File: src/common/bio_defs.svh
// constants of the binary port: decode codes, bit positions, reset values
`ifndef BIO_DEFS_SVH
`define BIO_DEFS_SVH

`define BIO_ADDR_CTRL     3'h0
`define BIO_ADDR_STAT     3'h0
`define BIO_ADDR_OUT      3'h2
`define BIO_ADDR_IN       3'h2
`define BIO_CTL_AVAIL_BIT 0
`define BIO_CTL_REQ_BIT   1
`define BIO_STS_VALID_BIT 0
`define BIO_STS_READY_BIT 1
`define BIO_PIN_RESET     16'hFFFF
`define BIO_ZERO16        16'h0000
`define BIO_OUT_RESET     16'h0000
`define BIO_OE_N_RESET    1'b1
`define BIO_FLAG_RESET    1'b0
`define BIO_SYNC_W        20
`define BIO_SYNC_RESET    20'hFFFFF

`endif

File: src/common/bio_pkg.sv
// types of the binary port: bus and pin carriers, operations, state
package bio_pkg;

   typedef enum logic [2:0] {
      BIO_OP_NONE    = 3'h0,
      BIO_OP_CTRL_WR = 3'h1,
      BIO_OP_STAT_RD = 3'h3,
      BIO_OP_OUT_WR  = 3'h2,
      BIO_OP_IN_RD   = 3'h6
   } bio_op_e;

   typedef struct packed {
      logic        device_select_strobe_n;
      logic [2:0]  word_address;
      logic        buffered_read_qualifier;
      logic [15:0] wdata;
   } bio_host_req_s;

   typedef struct packed {
      logic [15:0] rdata;
      logic        rvalid;
   } bio_host_rsp_s;

   typedef struct packed {
      logic [15:0] data;
      logic        input_latch_hold_n;
      logic        output_drive_enable;
      logic        input_data_valid;
      logic        output_ready;
   } bio_pins_in_s;

   typedef struct packed {
      logic [15:0] data;
      logic        data_oe_n;
      logic        output_data_available;
      logic        input_request;
   } bio_pins_out_s;

   typedef struct packed {
      bio_host_rsp_s rsp;
      bio_pins_out_s pins;
      logic [15:0]   latch;
   } bio_state_s;

endpackage

File: src/bio_sync2.sv
// two-flop synchroniser for the pin inputs
`timescale 1ns/100ps

module bio_sync2 #(
   parameter int             W       = 1,
   parameter logic [W-1:0]   RST_VAL = '1
) (
   input  wire logic         clk,
   input  wire logic         rst_n,
   input  wire logic [W-1:0] d,
   output logic      [W-1:0] q
);

   typedef struct packed {
      logic [W-1:0] s1;
      logic [W-1:0] s2;
   } bio_sync_state_s;

   bio_sync_state_s st_d;
   bio_sync_state_s st_q;

   always_comb begin
      st_d.s1 = d;
      st_d.s2 = st_q.s1;
   end

   always_ff @(posedge clk) begin
      if (!rst_n) begin
         st_q <= {RST_VAL, RST_VAL};
      end else begin
         st_q <= st_d;
      end
   end

   assign q = st_q.s2;

endmodule

File: src/bio_port.sv
// binary input/output port with handshake flags, input hold and output gate
`timescale 1ns/100ps
`include "bio_defs.svh"

module bio_port (
   input  wire logic            clk,
   input  wire logic            rst_n,
   input  wire bio_pkg::bio_host_req_s host_req,
   output bio_pkg::bio_host_rsp_s      host_rsp,
   input  wire bio_pkg::bio_pins_in_s  pins_in,
   output bio_pkg::bio_pins_out_s      pins_out
);
   import bio_pkg::*;

   localparam bio_state_s ST_RST = '{
      rsp:   '{rdata: `BIO_ZERO16, rvalid: 1'b0},
      pins:  '{data: `BIO_OUT_RESET, data_oe_n: `BIO_OE_N_RESET,
               output_data_available: `BIO_FLAG_RESET, input_request: `BIO_FLAG_RESET},
      latch: `BIO_PIN_RESET
   };

   bio_pins_in_s pins_s;
   bio_state_s   st_d;
   bio_state_s   st_q;
   bio_op_e      op;

   // pins pass two flops; reset to ones as the pull-ups would
   bio_sync2 #(
      .W       (`BIO_SYNC_W),
      .RST_VAL (`BIO_SYNC_RESET)
   ) u_sync (
      .clk   (clk),
      .rst_n (rst_n),
      .d     (pins_in),
      .q     (pins_s)
   );

   function automatic bio_op_e decode(input bio_host_req_s r);
      decode = BIO_OP_NONE;
      if (!r.device_select_strobe_n) begin
         if (r.word_address == `BIO_ADDR_CTRL && !r.buffered_read_qualifier) begin
            decode = BIO_OP_CTRL_WR;
         end
         if (r.word_address == `BIO_ADDR_STAT && r.buffered_read_qualifier) begin
            decode = BIO_OP_STAT_RD;
         end
         if (r.word_address == `BIO_ADDR_OUT && !r.buffered_read_qualifier) begin
            decode = BIO_OP_OUT_WR;
         end
         if (r.word_address == `BIO_ADDR_IN && r.buffered_read_qualifier) begin
            decode = BIO_OP_IN_RD;
         end
      end
   endfunction

   function automatic logic [15:0] status_word(input bio_pins_in_s p);
      status_word = `BIO_ZERO16;
      status_word[`BIO_STS_VALID_BIT] = p.input_data_valid;
      status_word[`BIO_STS_READY_BIT] = p.output_ready;
   endfunction

   assign op = decode(host_req);

   always_comb begin
      st_d = st_q;
      st_d.rsp.rvalid = 1'b0;
      // flags play no part in the pin paths below
      if (pins_s.input_latch_hold_n) begin
         st_d.latch = pins_s.data;
      end
      st_d.pins.data_oe_n = ~pins_s.output_drive_enable;
      unique case (op)
         BIO_OP_CTRL_WR: begin
            st_d.pins.output_data_available = host_req.wdata[`BIO_CTL_AVAIL_BIT];
            st_d.pins.input_request = host_req.wdata[`BIO_CTL_REQ_BIT];
         end
         BIO_OP_STAT_RD: begin
            st_d.rsp.rdata = status_word(pins_s);
            st_d.rsp.rvalid = 1'b1;
         end
         BIO_OP_OUT_WR: begin
            st_d.pins.data = host_req.wdata;
         end
         BIO_OP_IN_RD: begin
            st_d.rsp.rdata = st_q.latch;
            st_d.rsp.rvalid = 1'b1;
         end
         BIO_OP_NONE: begin
            if (!host_req.device_select_strobe_n && host_req.buffered_read_qualifier) begin
               st_d.rsp.rdata = `BIO_ZERO16;
               st_d.rsp.rvalid = 1'b1;
            end
         end
      endcase
   end

   always_ff @(posedge clk) begin
      if (!rst_n) begin
         st_q <= ST_RST;
      end else begin
         st_q <= st_d;
      end
   end

   assign host_rsp = st_q.rsp;
   assign pins_out = st_q.pins;
endmodule

File: config.mk
export PLATFORM = sky130hd
export DESIGN_NAME = bio_port
export DESIGN_NICKNAME = d
export VERILOG_FILES = /design/src/common/bio_pkg.sv /design/src/bio_sync2.sv /design/src/bio_port.sv
export VERILOG_INCLUDE_DIRS = /design/src /design/src/common
export SDC_FILE = /design/constraint.sdc
export NUM_CORES = 1
export LEC_CHECK = 0
export BUFFER_PORTS_ARGS = -buffer_cell sky130_fd_sc_hd__buf_2
export CORE_MARGIN = 10
export CORE_UTILIZATION = 50
export CTS_BUF_LIST = sky130_fd_sc_hd__clkbuf_2 sky130_fd_sc_hd__clkbuf_4 sky130_fd_sc_hd__clkbuf_8
export CTS_CLUSTER_DIAMETER = 50
export DETAILED_ROUTE_END_ITERATION = 8
export PLACE_DENSITY = 0.82
export SLEW_MARGIN = 20
export SYNTH_ARGS = -nofsm -noshare
export SYNTH_HDL_FRONTEND = slang
export SYNTH_SLANG_ARGS = --single-unit
File: constraint.sdc
create_clock -name clk -period 2.6 [get_ports clk]
set_input_delay 0.52 -clock clk [delete_from_list [all_inputs] [get_ports clk]]
set_output_delay 0.52 -clock clk [all_outputs]
set_load 0.01 [all_outputs]
==> results of run 1 <==
[power groups by stage]
stage / clock network (mW) / registers, mW / logic, mW
finish: 1.03 / 1.47 / 0.143
global route: 1.10 / 1.48 / 0.161
CTS: 1.05 / 1.47 / 0.146
detailed placement: 0 / 1.51 / 0.145
global placement: 0 / 1.51 / 0.140
floorplan: 0 / 1.50 / 0.109
[synth_stat cells, types with 2 or more instances]
master	instances	area [sq um]
buf_1	6	22.5
mux2i_1	36	360
clkbuf_1	6	22.5
dfxtp_1	92	1840
a21oi_1	2	10.0
buf_2	6	30.0
nor2_1	16	60.1
nand2_1	54	203
or4_1	2	15.0
buf_4	36	270
nand2b_1	41	257
a32oi_1	14	123
[how the worst max path moves through the flow]
stage                            start            to  slack (ps)
after floorplan           host_req[17]  pins_out[10]        1070
after global placement    host_req[16]   host_rsp[1]         660
after detailed placement  host_req[16]   host_rsp[1]         550
after CTS                 host_req[16]   host_rsp[1]         920
after global routing      host_req[16]   host_rsp[2]         740
final                     host_req[16]   host_rsp[1]         900
[per-layer routing]
metal,track usage,share of wire
met4,0.0514,0.021
met2,0.172,0.47
met5,0,0
met1,0.138,0.43
met3,0.0576,0.081
[kinds of logic after synthesis]
group           after synthesis  share of synthesized area
compound gates               16                     0.0404
buf+inv                      57                      0.116
flops                        92                      0.561
mux                          36                      0.110
simple gates                116                      0.174
[worst register-to-register path, stage by stage, from the launching register on]
cell and delay, ps:
dfxtp_1 930, mux2i_1 280, nand2_1 70
[stage by stage]
stage	hold WS (ps)	setup slack (ps)
floorplan	343	1070
global placement	350	663
detailed placement	354	554
CTS	336	916
global route	335	741
finish	349	900
[final cells by class]
cell class,instances,area share
Multi-Input combinational cell,168,0.292
Inverter,1,0.00103
Sequential cell,92,0.505
Timing Repair Buffer,82,0.115
Clock buffer,10,0.0360
Clock inverter,6,0.0244
Tap cell,77,0.0264
[flip-flops by register name (all words and copies together), names as in the netlist]
| name | flops |
|---|---|
| pins_out | 19 |
| u_sync.st_d | 20 |
| st_q | 16 |
| u_sync.q | 20 |
| host_rsp | 17 |
==> results.cfg, run 1 <==
[run]
maxCapViolations = 0

[worst_setup_path]
r2r-end = st_q[6]
crit_family = simple AND/OR/NAND/NOR gates
slowest_delay_ps = 600
worstPathMaxFanout = 19
end_kind = register
path_buf_inv = 1
slowest_stage = or4_1
worstSetupPathDepth = 4
r2r_cells = 2
arrival_ps = 1960
reg2reg_setup_slack_ps = 1200
cp_cell_sequence = buf_2, nand2b_1, or4_1, a21oi_1
critPathLaunchType = input pin
worstSetupPathType = in -> reg
worstReg2RegStart = u_sync.q[3]
crit_required_ps = 2860

[min_path]
hold_class = in -> reg
hold_start = pins_in[2]
min_path_cells = 2
whs_endpoint = u_sync.st_d[2]

[finish]
nets = 397
finalNonFillerCells = 436
seq_area_sq_um = 1840
layout-drive-gt1-share = 0.276
design_area_sq_um = 3650
syn_to_final_growth_pct = 11.0
diodes = 0
layout_commonest_cell = dfxtp_1
utilization = 0.574
mostFrequentLayoutCells = dfxtp_1, buf_2, nand2_1
fillers = 559
multi_input_area_sq_um = 1060

[placed_design]
placed_cell_area_sq_um = 3430
placedCellCount = 420
dp_hpwl_microns = 4480
globalplace.congestion = 0.773
port_buffers = 78

[clock_network]
cts_root_buf = clkbuf_8
clk_latency_ps = 340
postCtsResizedCells = 0
holdBufCountCts = 0
clk_pin_slew_ps = 90
cts_tree = built
cts.sinks = 92
htree_num_levels = 3
post_cts_buffers = 0
ctsLongestPathBuffers = 2
cts_buffers = 9

[pwr]
seqPwrFrac = 0.557
pwr-share-comb = 0.054
finalPower_mw = 2.64
pwr-share-clk = 0.389
p_int_mw = 2.08
irDropWorstVdd_v = 0.000547
p_sw_frac = 0.215
p_leak_nw = 1.66
p_sw_uw = 569
power_density_nw_per_um2 = 725

[detailed_routing]
vias = 2072
drtAntennaViolNets = 0
first_pass_iters = 4
drc = 0
wire_per_inst_microns = 14.0
drt_iter0_markers = 75
routed_wl_microns = 6090
viasPerCell = 4.75

[global_routing]
grt_max_degree = 35
grt_pass1_vias = 2017
grt_use_total = 0.116
antenna_found_initial = 0
gr-total-overflow = 0
grt_pass1_wl_microns = 9630

[logic_synthesis]
synth.distinct_cells = 18
syn-cell-area_sq_um = 3290
synth_edf_count = 0
synth_nets = 360
postSynthCellCount = 317
synth_flop_cell = dfxtp_1
syn_area_per_cell_sq_um = 10.4
seq_area_frac_synth = 0.561
synth_seq_cells = 92
ys_async_sr_fraction = 0
yosysWarnings = 0

[timing]
tns_ps = 0
fin_worst_skew_ps = 10.4
fin_crit_sh = 0.654
layout_min_cycle_time_ps = 1700
finalSetupViolations = 0
worst_pin_slew_ps = 913
rsz0062_at_grt = false
fmax_mhz = 588
finalHoldViolations = 0
slew_headroom = 0.391
report.final.slew_viol_count = 0

[floorplan]
initial_utilization = 0.517
ios = 79
fp.dieArea_sq_um = 10200
die_w_microns = 101
fp-row-count = 29
core_area_sq_um = 6350
die_h_microns = 101

[status]
run_status = finished, final reports clean
(Power assumes the default switching activity.)
==> inputs of run 2 (changes only) <==
--- a/config.mk
+++ b/config.mk
@@ -6,6 +6,7 @@
 export SDC_FILE = /design/constraint.sdc
 export NUM_CORES = 1
 export LEC_CHECK = 0
+export ABC_AREA = 1
 export BUFFER_PORTS_ARGS = -buffer_cell sky130_fd_sc_hd__buf_2
 export CORE_MARGIN = 10
 export CORE_UTILIZATION = 50
==> constraint.sdc (replaced) <==
create_clock -name clk -period 1.7 [get_ports clk]
set_input_delay 0.34 -clock clk [delete_from_list [all_inputs] [get_ports clk]]
set_output_delay 0.34 -clock clk [all_outputs]
set_load 0.01 [all_outputs]
==> run 2 against run 1 <==
  * Worst hold slack worse by 190 ps
  * Non-clock buffer count up 1
  * Combinational power up 78%
  * Sequential share of layout area down 0.53 points
  * Register-to-register slack worse by 870 ps
  * Critical endpoint is now st_q[1]
==> results.cfg, run 2 <==
[worst_setup_path]
end_kind = register
path_buf_inv = 1
crit_required_ps = 1930
arrival_ps = 1600
crit_family = flip-flops
cp_cell_sequence = inv_1, nand2_1, nand3_1
worstSetupPathDepth = 3
r2r_cells = 3
worstSetupPathType = reg -> reg
worstPathMaxFanout = 17
slowest_stage = dfxtp_1
critPathLaunchType = register
slowest_delay_ps = 670

[global_routing]
grt_pass1_vias = 2248
grt_use_total = 0.121
grt_max_degree = 42
gr-total-overflow = 0
grt_pass1_wl_microns = 10100
antenna_found_initial = 0

[timing]
layout_min_cycle_time_ps = 1370
finalSetupViolations = 0
finalHoldViolations = 0
rsz0062_at_grt = false
fin_worst_skew_ps = 6.89
tns_ps = 0
worst_pin_slew_ps = 534
fin_crit_sh = 0.807
holdWs_ps = 161
slew_headroom = 0.644
report.final.slew_viol_count = 0
fmax_mhz = 729

[clock_network]
clk_latency_ps = 350
cts.sinks = 92
ctsLongestPathBuffers = 2
clk_pin_slew_ps = 100
cts_root_buf = clkbuf_8
htree_num_levels = 3
holdBufCountCts = 0
cts_buffers = 9
post_cts_buffers = 0
cts_tree = built
postCtsResizedCells = 0

[run]
maxCapViolations = 0

[logic_synthesis]
synth_top_cells_by_area = dfxtp_1, buf_4, nand2_1
synth_common_cells = dfxtp_1, nand2_1, or2_2
yosysWarnings = 0
synth.distinct_cells = 21
synth_seq_cells = 92
synth_flop_cell = dfxtp_1
synth_area_leader_cell = dfxtp_1
seq_area_frac_synth = 0.552
synth_edf_count = 0
yosysMostFrequentCell = dfxtp_1
syn_area_per_cell_sq_um = 9.29
syn-cell-area_sq_um = 3340
synth_top_area_share = 0.552
ys_async_sr_fraction = 0
synth_nets = 402
postSynthCellCount = 359

[min_path]
hold_class = in -> reg
min_path_cells = 2

[finish]
mostFrequentLayoutCells = dfxtp_1, buf_2, nand2_1
syn_to_final_growth_pct = 10.5
layout_commonest_cell = dfxtp_1
layout-drive-gt1-share = 0.410
diodes = 0
nets = 440
finalNonFillerCells = 479
fillers = 570
utilization = 0.574

[detailed_routing]
met3_length_microns = 324
first_pass_iters = 4
drt_iter0_markers = 75
drtAntennaViolNets = 0
viasPerCell = 4.71
vias = 2255
top_layer_used = met4
met1_length_microns = 2870
drc = 0
wire_per_inst_microns = 12.5
dr_wl_met2_microns = 2750
routed_wl_microns = 6010

[placed_design]
globalplace.congestion = 0.713
dp_hpwl_microns = 4490
port_buffers = 78
placedCellCount = 463

[floorplan]
initial_utilization = 0.519
core_area_sq_um = 6420
die_w_microns = 102
fp-row-count = 29
ios = 79
fp.dieArea_sq_um = 10300
die_h_microns = 102

[pwr]
power_density_nw_per_um2 = 1050
irDropWorstVdd_v = 0.000661
p_leak_nw = 1.63
finalPower_mw = 3.88

[status]
run_status = finished, final reports clean
-- run 2: logic make-up (layout without fill, tap and decap cells) --
kind of cell / Yosys count / after routing / share of synthesized area
AO/OA/AOI/OAI: 36 / 36 / 0.0653
buffers and inverters: 63 / 106 / 0.120
flip-flops: 92 / 92 / 0.552
AND/OR/NAND/NOR: 168 / 168 / 0.262
-- run 2: final cells by class --
type / count / area [sq um] / area share
sequential: 92 / 1840 / 0.500
multi-input combinational: 204 / 1090 / 0.296
timing repair buffer: 83 / 440 / 0.120
clock buffer: 9 / 124 / 0.0336
tap: 77 / 96.3 / 0.0261
clock inverter: 7 / 63.8 / 0.0173
inverter: 7 / 26.3 / 0.00713
-- run 2: final timing paths --
path	from	endpoint	slack (ps)
min	pins_in[15]	u_sync.st_d[15]	160
min reg2reg	u_sync.q[2]	pins_out[2]	380
max reg2reg	u_sync.q[3]	st_q[1]	330
max	u_sync.q[3]	st_q[1]	330
-- run 2: power breakdown --
part | internal (mW) | leakage (nW) | switching (mW) | total (mW)
logic | 0.114 | 0.780 | 0.140 | 0.254
registers | 2.23 | 0.755 | 0.0320 | 2.26
clock network | 0.567 | 0.0971 | 0.798 | 1.37
-- run 2: metrics by stage --
step | area, sq um | setup WS [ps]
floorplan | 3340 | 603
CTS | 3680 | 318
detailed placement | 3500 | 305
finish | 3680 | 328
global placement | 3500 | 319
global route | 3680 | 136
-- run 2: layer usage --
layer | vias to the layer above | track usage
met5 | - | 0
met1 | 989 | 0.141
met3 | 7 | 0.0415
met2 | 58 | 0.200
li1 | 1201 | -
met4 | 0 | 0.0495
-- run 2: worst register-to-register path: stages (launching register included) --
cell     delay, ps
dfxtp_1        670
inv_1          360
nand2_1        150
nand3_1         80
